**src/design/sar_adc_pkg.sv**
```systemverilog
// Package: constants, states and timing for the SAR converter readout block.
// Assumes a single 10 MHz system clock; all other rates come from enables.
package sar_adc_pkg;

  localparam int unsigned RESULT_W       = 16;
  localparam int unsigned CLK_PERIOD_NS  = 100;
  // Conversion time budget and oscillator step
  localparam int unsigned CONV_TIME_NS   = 2000;
  localparam int unsigned CONV_CYCLES    = (CONV_TIME_NS + CLK_PERIOD_NS - 1) / CLK_PERIOD_NS;
  // Integer division leaves one clock per step: a conversion takes 16 clocks
  localparam int unsigned STEP_DIV       = CONV_CYCLES / RESULT_W;
  localparam logic [3:0]  STEP_DIV_LAST  = 4'(STEP_DIV - 1);
  // Sampling hold window before acquisition resumes
  localparam int unsigned HOLD_TIME_NS   = 750;
  localparam int unsigned HOLD_CYCLES    = HOLD_TIME_NS / CLK_PERIOD_NS;
  localparam logic [3:0]  HOLD_LAST      = 4'(HOLD_CYCLES - 1);
  localparam logic [15:0] RESULT_RST     = 16'h0000;
  localparam logic [15:0] DAC_MSB        = 16'h8000;
  localparam logic [4:0]  BITS_LAST      = 5'h0F;

  typedef enum logic [1:0] {
    ST_IDLE,
    ST_CONVERT,
    ST_POWERDOWN
  } conv_state_t;

endpackage

```
**src/design/sar_adc_serial_readout.sv**
```systemverilog
// SAR converter control with serial readout and chain mode.
// Assumes convert strobe, serial clock, chain select and read-enable are
// asynchronous pins; comparator decision arrives from analog on clk.
`timescale 1ns/1ns

// Contract
// - Select low: pin gates serial output
// - Select high: pin is chain data input
// - Convert rising edge starts conversion
// - Power down while strobe stays high
// - Strobe low powers up, rearms
// - Busy high during conversion only
// - One bit per rising serial clock
// - Output carries result or chain data
// - Result is two's complement
// - Sixteen-step successive approximation on DAC
// - Result loaded for serial transfer
// - Acquire next sample during conversion
// - Internal oscillator times conversion
// - Result readable right after conversion
module sar_adc_serial_readout
  import sar_adc_pkg::*;
(
  // Clock and reset
  input  wire logic        clk,
  input  wire logic        resetn,
  // Host control pins
  input  wire logic        convertStrobe,
  input  wire logic        chainSelect,
  input  wire logic        readEnableChainIn,
  input  wire logic        serialClk,
  // Serial output pin and its enable
  output logic             serialData,
  output logic             serialDataOen,
  // Status
  output logic             busy,
  output logic             powerDown,
  output logic             sampling,
  // Analog front end
  input  wire logic        compGreater,
  output logic [15:0]      capacitiveDac
);

  logic [3:0] pinSync;
  logic       cnvS;
  logic       selS;
  logic       rdlS;
  logic       sckS;

  sync_two_ff #(
    .WIDTH(4)
  ) u_sync (
    .clk    (clk),
    .resetn (resetn),
    .asyncIn({convertStrobe, chainSelect, readEnableChainIn, serialClk}),
    .syncOut(pinSync)
  );

  assign cnvS = pinSync[3];
  assign selS = pinSync[2];
  assign rdlS = pinSync[1];
  assign sckS = pinSync[0];

  logic        cnvPrev_ff;
  logic        sckPrev_ff;
  logic        cnvRise;
  logic        sckRise;
  logic        stepEn;

  conv_state_t state_ff;
  conv_state_t nxt_state;
  logic [15:0] dac_ff;
  logic [15:0] nxt_dac;
  logic [15:0] trial_ff;
  logic [15:0] nxt_trial;
  logic [15:0] shift_ff;
  logic [15:0] nxt_shift;
  logic [4:0]  bitCnt_ff;
  logic [4:0]  nxt_bitCnt;
  logic        sdo_ff;
  logic        nxt_sdo;
  logic [3:0]  hold_ff;
  logic [3:0]  nxt_hold;
  logic        busy_ff;
  logic        nxt_busy;

  assign cnvRise = cnvS && !cnvPrev_ff;
  assign sckRise = sckS && !sckPrev_ff;

  sar_step_timer u_timer (
    .clk   (clk),
    .resetn(resetn),
    .run   (state_ff == ST_CONVERT),
    .stepEn(stepEn)
  );

  always_comb begin
    nxt_state  = state_ff;
    nxt_dac    = dac_ff;
    nxt_trial  = trial_ff;
    nxt_shift  = shift_ff;
    nxt_bitCnt = bitCnt_ff;
    nxt_sdo    = sdo_ff;
    nxt_hold   = hold_ff;
    nxt_busy   = busy_ff;
    unique case (state_ff)
      ST_IDLE: begin
        if (cnvRise) begin
          nxt_state = ST_CONVERT;
          nxt_busy  = 1'b1;
          nxt_dac   = DAC_MSB;
          nxt_trial = DAC_MSB;
          nxt_hold  = HOLD_LAST;
        end
      end
      ST_CONVERT: begin
        if (hold_ff != 4'h0) begin
          nxt_hold = hold_ff - 4'h1;
        end
        if (stepEn) begin
          // Keep or drop the trial bit, then try the next lower weight
          if (!compGreater) begin
            nxt_dac = dac_ff & ~trial_ff;
          end
          nxt_trial = trial_ff >> 1;
          nxt_dac   = nxt_dac | (trial_ff >> 1);
          if (trial_ff[0]) begin
            // Offset binary to two's complement by flipping the MSB
            nxt_shift  = {~nxt_dac[15], nxt_dac[14:0]};
            nxt_sdo    = ~nxt_dac[15];
            nxt_bitCnt = 5'h00;
            nxt_busy   = 1'b0;
            nxt_state  = cnvS ? ST_POWERDOWN : ST_IDLE;
          end
        end
      end
      ST_POWERDOWN: begin
        if (!cnvS) begin
          nxt_state = ST_IDLE;
        end
      end
      default: nxt_state = ST_IDLE;
    endcase
    // Shift path, paused while a conversion runs
    if (sckRise && !busy_ff) begin
      if (selS) begin
        // Own bits first, then upstream data falls through
        nxt_shift = {shift_ff[14:0], rdlS};
        nxt_sdo   = shift_ff[14];
        if (bitCnt_ff != BITS_LAST + 5'h01) begin
          nxt_bitCnt = bitCnt_ff + 5'h01;
        end
      end else if (!rdlS) begin
        nxt_shift = {shift_ff[14:0], 1'b0};
        nxt_sdo   = shift_ff[14];
        if (bitCnt_ff != BITS_LAST + 5'h01) begin
          nxt_bitCnt = bitCnt_ff + 5'h01;
        end
      end
    end
  end

  always_ff @(posedge clk or negedge resetn) begin
    if (!resetn) begin
      state_ff   <= ST_IDLE;
      dac_ff     <= RESULT_RST;
      trial_ff   <= RESULT_RST;
      shift_ff   <= RESULT_RST;
      bitCnt_ff  <= 5'h00;
      sdo_ff     <= 1'b0;
      hold_ff    <= 4'h0;
      busy_ff    <= 1'b0;
      cnvPrev_ff <= 1'b0;
      sckPrev_ff <= 1'b0;
    end else begin
      state_ff   <= nxt_state;
      dac_ff     <= nxt_dac;
      trial_ff   <= nxt_trial;
      shift_ff   <= nxt_shift;
      bitCnt_ff  <= nxt_bitCnt;
      sdo_ff     <= nxt_sdo;
      hold_ff    <= nxt_hold;
      busy_ff    <= nxt_busy;
      cnvPrev_ff <= cnvS;
      sckPrev_ff <= sckS;
    end
  end

  // Chain mode always drives; normal mode drives only with enable low
  assign serialDataOen = !(selS || !rdlS);
  assign serialData    = sdo_ff;
  assign busy          = busy_ff;
  assign powerDown     = (state_ff == ST_POWERDOWN);
  // Input switch closes once the hold window ends, even mid conversion
  assign sampling      = !((state_ff == ST_CONVERT) && (hold_ff != 4'h0));
  assign capacitiveDac = dac_ff;

  chk_busy_on_start: assert property (
    @(posedge clk) disable iff (!resetn)
    (state_ff == ST_IDLE && cnvRise) |=> busy && state_ff == ST_CONVERT)
    else $error("busy not raised at conversion start");

  chk_busy_duration: assert property (
    @(posedge clk) disable iff (!resetn)
    $rose(busy) |-> busy [*8] ##1 busy [*8] ##1 !busy)
    else $error("conversion length wrong");

  chk_powerdown_hold: assert property (
    @(posedge clk) disable iff (!resetn)
    (powerDown && cnvS) |=> powerDown)
    else $error("left power down while strobe high");

  chk_powerup_low: assert property (
    @(posedge clk) disable iff (!resetn)
    (powerDown && !cnvS) |=> state_ff == ST_IDLE)
    else $error("no power up on strobe low");

  chk_msb_ready: assert property (
    @(posedge clk) disable iff (!resetn)
    $fell(busy) |-> serialData == shift_ff[15])
    else $error("msb not ready at busy fall");

  chk_twos_comp: assert property (
    @(posedge clk) disable iff (!resetn)
    $fell(busy) |-> shift_ff == {~dac_ff[15], dac_ff[14:0]})
    else $error("result not two's complement");

  chk_shift_step: assert property (
    @(posedge clk) disable iff (!resetn)
    (sckRise && !busy && !selS && !rdlS) |=> serialData == $past(shift_ff[14]))
    else $error("serial bit not shifted");

  chk_chain_in: assert property (
    @(posedge clk) disable iff (!resetn)
    (sckRise && !busy && selS) |=> shift_ff[0] == $past(rdlS))
    else $error("chain data not captured");

  chk_oe_normal: assert property (
    @(posedge clk) disable iff (!resetn)
    (!selS && rdlS) |-> serialDataOen)
    else $error("output driven while disabled");

  chk_oe_chain: assert property (
    @(posedge clk) disable iff (!resetn)
    selS |-> !serialDataOen)
    else $error("chain mode output not driven");

  chk_oe_enabled: assert property (
    @(posedge clk) disable iff (!resetn)
    (!selS && !rdlS) |-> !serialDataOen)
    else $error("normal mode output not driven");

  chk_hold_window: assert property (
    @(posedge clk) disable iff (!resetn)
    $rose(busy) |-> !sampling [*6] ##1 sampling)
    else $error("hold window length wrong");

  chk_dac_start: assert property (
    @(posedge clk) disable iff (!resetn)
    (state_ff == ST_IDLE && cnvRise) |=> capacitiveDac == DAC_MSB)
    else $error("first trial not mid scale");

  chk_dac_keep: assert property (
    @(posedge clk) disable iff (!resetn)
    (busy && stepEn && compGreater) |=> (capacitiveDac & $past(trial_ff)) != 16'h0000)
    else $error("kept trial bit lost");

  chk_dac_drop: assert property (
    @(posedge clk) disable iff (!resetn)
    (busy && stepEn && !compGreater) |=> (capacitiveDac & $past(trial_ff)) == 16'h0000)
    else $error("rejected trial bit kept");

  chk_trial_walk: assert property (
    @(posedge clk) disable iff (!resetn)
    (busy && stepEn) |=> trial_ff == ($past(trial_ff) >> 1))
    else $error("trial weight not stepped");

  chk_busy_level: assert property (
    @(posedge clk) disable iff (!resetn)
    busy == (state_ff == ST_CONVERT))
    else $error("busy out of step with conversion");

  chk_powerdown_entry: assert property (
    @(posedge clk) disable iff (!resetn)
    $fell(busy) |-> powerDown == $past(cnvS))
    else $error("power down entry wrong");

  chk_busy_freeze: assert property (
    @(posedge clk) disable iff (!resetn)
    (busy && !trial_ff[0]) |=> $stable(serialData))
    else $error("output moved during conversion");

  chk_disabled_hold: assert property (
    @(posedge clk) disable iff (!resetn)
    (sckRise && !busy && !selS && rdlS) |=> $stable(serialData))
    else $error("shifted while output disabled");

  chk_chain_out: assert property (
    @(posedge clk) disable iff (!resetn)
    (sckRise && !busy && selS) |=> serialData == $past(shift_ff[14]))
    else $error("chain output not shifted");

  chk_count_restart: assert property (
    @(posedge clk) disable iff (!resetn)
    $fell(busy) |-> bitCnt_ff == 5'h00)
    else $error("bit count not restarted");

endmodule

```
**src/design/sync_two_ff.sv**
```systemverilog
// Two-stage synchroniser for a bundle of asynchronous pins.
// Assumes inputs come from outside the clk domain.
`timescale 1ns/1ns
module sync_two_ff #(
  parameter int unsigned WIDTH = 1
) (
  // Clock and reset
  input  wire logic             clk,
  input  wire logic             resetn,
  // Data
  input  wire logic [WIDTH-1:0] asyncIn,
  output logic      [WIDTH-1:0] syncOut
);

  logic [WIDTH-1:0] meta_ff;
  logic [WIDTH-1:0] sync_ff;

  // First stage feeds only the second stage
  always_ff @(posedge clk or negedge resetn) begin
    if (!resetn) begin
      meta_ff <= '0;
      sync_ff <= '0;
    end else begin
      meta_ff <= asyncIn;
      sync_ff <= meta_ff;
    end
  end

  assign syncOut = sync_ff;

endmodule

```
**src/design/sar_step_timer.sv**
```systemverilog
// Internal conversion oscillator: divider giving one-cycle step enables.
// Assumes run is held high for the whole conversion.
`timescale 1ns/1ns
module sar_step_timer
  import sar_adc_pkg::*;
(
  // Clock and reset
  input  wire logic clk,
  input  wire logic resetn,
  // Control
  input  wire logic run,
  output logic      stepEn
);

  logic [3:0] div_ff;
  logic [3:0] nxt_div;

  always_comb begin
    nxt_div = 4'h0;
    stepEn  = 1'b0;
    if (run) begin
      if (div_ff == STEP_DIV_LAST) begin
        stepEn = 1'b1;
      end else begin
        nxt_div = div_ff + 4'h1;
      end
    end
  end

  always_ff @(posedge clk or negedge resetn) begin
    if (!resetn) begin
      div_ff <= 4'h0;
    end else begin
      div_ff <= nxt_div;
    end
  end

endmodule

```
**config.mk**
```make
export PLATFORM = sky130hd
export DESIGN_NAME = sar_adc_serial_readout
export DESIGN_NICKNAME = d
export VERILOG_FILES = /design/src/design/sar_adc_pkg.sv /design/src/design/sar_adc_serial_readout.sv /design/src/design/sync_two_ff.sv /design/src/design/sar_step_timer.sv
export SDC_FILE = /design/constraint.sdc
export NUM_CORES = 1
export LEC_CHECK = 0
export ABC_AREA = 0
export ABC_CLOCK_PERIOD_IN_PS = 2100
export BUFFER_PORTS_ARGS = -buffer_cell sky130_fd_sc_hd__buf_2
export CAP_MARGIN = 20
export CORE_ASPECT_RATIO = 0.6
export CORE_MARGIN = 3
export CORE_UTILIZATION = 30
export CTS_BUF_LIST = sky130_fd_sc_hd__clkbuf_16
export DETAILED_ROUTE_END_ITERATION = 12
export PLACE_DENSITY = 0.51
export SLEW_MARGIN = 5
export SYNTH_ARGS = -nofsm -noshare
export SYNTH_HDL_FRONTEND = slang
export SYNTH_HIERARCHICAL = 1
export SYNTH_SLANG_ARGS = --single-unit
```
**constraint.sdc**
```tcl
create_clock -name clk -period 2.1 [get_ports clk]
set_input_delay 0.21 -clock clk [delete_from_list [all_inputs] [get_ports clk]]
set_output_delay 0.21 -clock clk [all_outputs]
set_load 0.02 [all_outputs]
```
; ---- Word level (Yosys, flattened, before mapping)
; Cells that the tools add are included.
[classes]
add_sub_neg = 2
eq_ne = 7
n_mux = 37
bitwise = 4
reduce_logical = 19
[ops]
columns = cell, count
row1 = 2-to-1 mux 16 bit, 12
row2 = one-hot mux 16 bit (2 select lines), 2
row3 = AND 16 bit, 1
row4 = 2-to-1 mux 4 bit, 4
row5 = inverter 16 bit, 1
row6 = OR 16 x 15 -> 16 bit, 1
row7 = 2-to-1 mux 1 bit, 11
row8 = 2-to-1 mux 2 bit, 5
row9 = != test 2 bit (second input constant), 5
row10 = one-hot mux 4 bit (2 select lines), 1
row11 = AND reduction 4 bit, 2
row12 = zero test 1 bit, 6
row13 = one-hot mux 2 bit (3 select lines), 1
row14 = AND reduction 3 bit, 2
row15 = adder 4 x 1 -> 4 bit (second input constant), 1
row16 = logical AND 1 bit, 4
row17 = zero test 4 bit, 1
row18 = nonzero test 4 bit, 1
row19 = subtractor 4 x 1 -> 4 bit (second input constant), 1
row20 = equality test 2 x 1 -> 1 bit (second input constant), 1
row21 = equality test 2 bit (second input constant), 1
row22 = zero test 2 bit, 1
row23 = one-hot mux 1 bit (2 select lines), 1
row24 = nonzero test 2 bit, 1
row25 = other kinds (2), 2
[totals]
reg_bits = 70

; ---- Depth between registers and ports, before layout
[depth]
depth_word = 13
depth_mapped = 11

; ---- By module
; The synthesis kept the hierarchy.
[by_module_without_submodules]
columns = module, instances, cells_each, area_per_inst_um2, seq_area_each_um2
row1 = sar_adc_serial_readout, 1, 287, 2633.8, 1426.4
row2 = sar_step_timer, 1, 19, 203.9, 100.1
row3 = sync_two_ff, 1, 8, 200.2, 200.2

; ---- Worst setup path after synthesis
; Ideal clock, no wire load.
[synth_path]
path_type = reg-to-reg
from = register state_ff[1]
to = register shift_ff[10]
setup_ps = 126
arrival_time_ps = 1908
t_required_ps = 1974
path_slack_ps = 66
stages_incl_launch_ff = 12
path_cell_list = dfrtp_1 nand2b_1 buf_4 clkinv_1 buf_2 and2_1 nand2_1 nor2_1 buf_4 clkbuf_2 and2_1 o21ai_0
[synth_via]
elab_chain_len = 7
[synth_rtl]
columns = item, line_no
row1 = from (decl), sar_adc_serial_readout.sv:70  ; conv_state_t state_ff;
row2 = from (signal assigned), sar_adc_serial_readout.sv:176  ; state_ff <= nxt_state;
row3 = equality test 2 x 1 -> 1 bit *, sar_adc_serial_readout.sv:93  ; .run (state_ff == ST_CONVERT),
row4 = 2-to-1 mux 1 bit *, sar_step_timer.sv:21  ; if (run) begin
row5 = net stepEn, sar_adc_serial_readout.sv:68  ; logic stepEn;
row6 = 2-to-1 mux 16 bit *, sar_adc_serial_readout.sv:120  ; if (stepEn) begin
row7 = 2-to-1 mux 16 bit *, sar_adc_serial_readout.sv:106  ; unique case (state_ff)
row8 = 2-to-1 mux 16 bit, sar_adc_serial_readout.sv:153  ; end else if (!rdlS) begin
row9 = 2-to-1 mux 16 bit, sar_adc_serial_readout.sv:146  ; if (selS) begin
row10 = 2-to-1 mux 16 bit *, sar_adc_serial_readout.sv:145  ; if (sckRise && !busy_ff) begin
row11 = net nxt_shift[10], sar_adc_serial_readout.sv:77  ; logic [15:0] nxt_shift;
row12 = to (signal assigned), sar_adc_serial_readout.sv:179  ; shift_ff <= nxt_shift;
row13 = to (decl), sar_adc_serial_readout.sv:76  ; logic [15:0] shift_ff;
; Mark *: on every way through the listed nets, which the timed path passes. The rest lies on a longest branch.
; A chain may end at the register's enable or synchronous reset.

; ---- Worst setup path in the final report
[layout_path]
from = register u_timer.div_ff[0]
to = register shift_ff[0]
[layout_via]
elab_chain_len = 8
[layout_rtl]
columns = item, line_no
row1 = from (decl), sar_step_timer.sv:15  ; logic [3:0] div_ff;
row2 = from (signal assigned), sar_step_timer.sv:34  ; div_ff <= nxt_div;
row3 = zero test 4 bit *, sar_step_timer.sv:22  ; if (div_ff == STEP_DIV_LAST) begin
row4 = 2-to-1 mux 1 bit *, sar_step_timer.sv:22
row5 = 2-to-1 mux 1 bit *, sar_step_timer.sv:21
row6 = net stepEn, sar_adc_serial_readout.sv:68
row7 = 2-to-1 mux 16 bit *, sar_adc_serial_readout.sv:120
row8 = 2-to-1 mux 16 bit *, sar_adc_serial_readout.sv:106
row9 = 2-to-1 mux 16 bit, sar_adc_serial_readout.sv:153
row10 = 2-to-1 mux 16 bit, sar_adc_serial_readout.sv:146
row11 = 2-to-1 mux 16 bit *, sar_adc_serial_readout.sv:145
row12 = net nxt_shift[0], sar_adc_serial_readout.sv:77
; Marks and branches as above.

==> metrics <==
Clock Sinks 69; reg2reg end shift_ff[0]$_DFF_PN0_; Sum Neg Setup Slack 0 ps; Power Dens Cells 1430 mW/mm2; average cell area after synthesis 9.67 um2; Async S/R FF share, synth 100%; DRT iter0 DRCs 127; Clock Power Share 30.1%; clock transition at the registers of the reported paths 50 ps; initial antenna violation count 0; Fin. Hold Viols 0; clock root cell clkbuf_16; worst min-delay path category reg2reg; Setup crit end shift_ff[0]$_DFF_PN0_; fmax 0.534 GHz; status finished clean; sw frac 36.8%; post-route minimum period 1870 ps; area grow syn2layout 22.2%; worst reg2reg setup slack 230 ps; Worst Reg2Reg Path Length in Cells 9; worst path arrival time 2080 ps; Final Util 39.1%; most frequent cell after synthesis dfrtp_1; Post-Layout Cell Count 486; P_int 3.35 mW; CTS tree done; Routed WL 6710 um; Final Max Slew Viols 0; worst reg2reg path startpoint u_timer/div_ff[0]$_DFF_PN0_; Inst Count DP 465; Final ANT Viol Nets 0; Max transition margin 62.6%; gr usage total 13.3%; CTS HTree Levels 3; Setup-failing EPs final 0; Die X 136 um; Avg WL per Cell 13.8 um; fin crit share 89.1%; Critical Path RT 2310 ps; worst vdd ir 0.556 mV; core area 0.00949 mm2; worst slack, placed 146 ps; Area after DPL 0.00334 mm2; Pleak 1.66 nW; crit end category flip-flop; Final Cell Area 0.00371 mm2; Ports 28; PortBufs 27; Remaining Overflow, GRT 0; Tot Pwr 5.30 mW; top cell type's share of synthesized area 56.8%; DRC 0; initial core utilization 32.0%; Seq cells post-synth 69; type of origin of the critical path flip-flop; Synth area leader dfrtp_1; routability cong. 0.728; Area contributors post-synth dfrtp_1 (57%), nand2_1 (7.8%), o21ai_0 (6.4%), nand2b_1 (4.1%), and2_1 (3.5%); # Post-CTS Setup Buffers 0; WHS 346 ps; vias 2218; combinational share of power 31.1%; setup slack after layout 229 ps; Post-Synthesis Cell Area 0.00304 mm2; Vias/cell 4.56; Setup CP Type reg2reg; Synthesis Warnings 6; CP startpoint u_timer/div_ff[0]$_DFF_PN0_; die height 83.9 um; Max FO, Critical Path 5; post-synthesis net count 324; Final Skew 4.94 ps; Max-Cap Viols 0; clock tree buffer depth 2; Psw 1.95 mW; unrepaired setup endpoints after global routing true; layout cells sized above 1 15.4%; Die ar. 0.0114 mm2; clock latency on the worst-skew pair 340 ps; largest net degree at the start of global routing 70; Slew @ Worst Pin 557 ps; synthesized instance count 314; vias in the first global route 2148; layout net count 361; row cnt 27; Post-synth EDFFs 0; Seq/Total Area, Yosys 56.8%; HPWL Detailed 4360 um; first-pass GRT wire length 11600 um; diode count 0; main flop type after synthesis dfrtp_1; Sequential Power Share 38.8%; Yosys cell types 34; Num CTS Buffers 9; DRT Pass-1 Iters 4; Synth top cells by count dfrtp_1 (69), nand2_1 (63), o21ai_0 (39)
## power by group through the flow
stage               clock (mW)  sequential [mW]  combinational (mW)
floorplan                    0             2.13                1.12
global placement             0             2.07                1.60
detailed placement           0             2.07                1.65
CTS                       1.64             2.05                1.65
global route              1.70             2.12                1.89
finish                    1.60             2.05                1.65
## flip-flops by register name, indices dropped and copies added, names as in the netlist, 2 cells and up
name            flops
capacitiveDac      16
trial_ff           16
shift_ff           15
hold_ff             4
u_sync/meta_ff      4
u_sync/syncOut      4
u_timer/div_ff      4
state_ff            2
## cell families (layout without fill, tap and decap cells)
kind of cell / count (synthesis) / count (layout) / share of synthesized area [%]
buffers and inverters: 27 / 69 / 4.65
xor gates and xnor gates: 1 / 1 / 0.288
muxes: 1 / 1 / 0.330
DFF: 69 / 69 / 56.8
adders and majority gates: 3 / 3 / 1.24
and+or+nand+nor: 120 / 120 / 19.2
AOI/OAI and AO/OA: 93 / 93 / 17.5
## layer usage
| layer | track usage, % | up-vias | wire length, um |
|---|---|---|---|
| met4 | 3.20 | 0 | 72 |
| li1 | - | 1134 | - |
| met2 | 16.8 | 44 | 2590 |
| met3 | 6.14 | 7 | 310 |
| met1 | 20.1 | 1033 | 3730 |
| met5 | 0 | - | 0 |
## worst min-delay path by stage
stage	start	to	slack, ps	depth (start not counted)
2_1_floorplan	resetn	busy$_DFFE_PN0P_	-90	0
3_3_place_gp	resetn	shift_ff[11]$_DFF_PN0_	270	2
3_5_place_dp	resetn	shift_ff[11]$_DFF_PN0_	260	2
4_1_cts	u_sync/meta_ff[2]$_DFF_PN0_	u_sync/syncOut[2]$_DFF_PN0_	350	0
5_1_grt	u_sync/meta_ff[0]$_DFF_PN0_	u_sync/syncOut[0]$_DFF_PN0_	350	0
6_report	u_sync/meta_ff[2]$_DFF_PN0_	u_sync/syncOut[2]$_DFF_PN0_	350	0
## cell type report
cell class              count  area (um2)
multi-input cells         218        1180
fillers                   947        5780
flip-flops and latches     69        1730
inverters                  11        41.3
well taps                 130         163
clock inverters             7        90.1
repair buffers             42         285
clock buffers               9         225
## cell usage in the layout (no fill, tap or decap), drive strengths merged, types with 2 or more instances in the layout
cell type	Yosys	routed
ha	3	3
nand2	63	63
nor2	7	7
nor3b	3	3
a21oi	21	21
dlygate4sd3	0	5
dfrtp	69	69
nor2b	3	3
o31ai	14	14
and2	17	17
bufinv	0	2
clkinv	1	3
nand3	2	2
clkinvlp	0	3
nand2b	20	20
inv	10	10
clkbuf	7	9
o21ai	48	48
buf	9	37
a21o	5	5
## critical path: stages (launching register included)
cell and delay (ps):
dfrtp_1 410, inv_1 70, ha_1 130, nand2b_1 80, nor2_2 120, and2_1 160, buf_4 130, nand4b_1 240
a221oi_1 350, a21oi_1 60
## what timing repair did
item                       CTS  global route
resized for setup            0             4
hold endpoints to repair    73             0
setup endpoints to repair    0            24
hold buffers                 5             0
No activity file was read; power rests on OpenSTA's default activity.
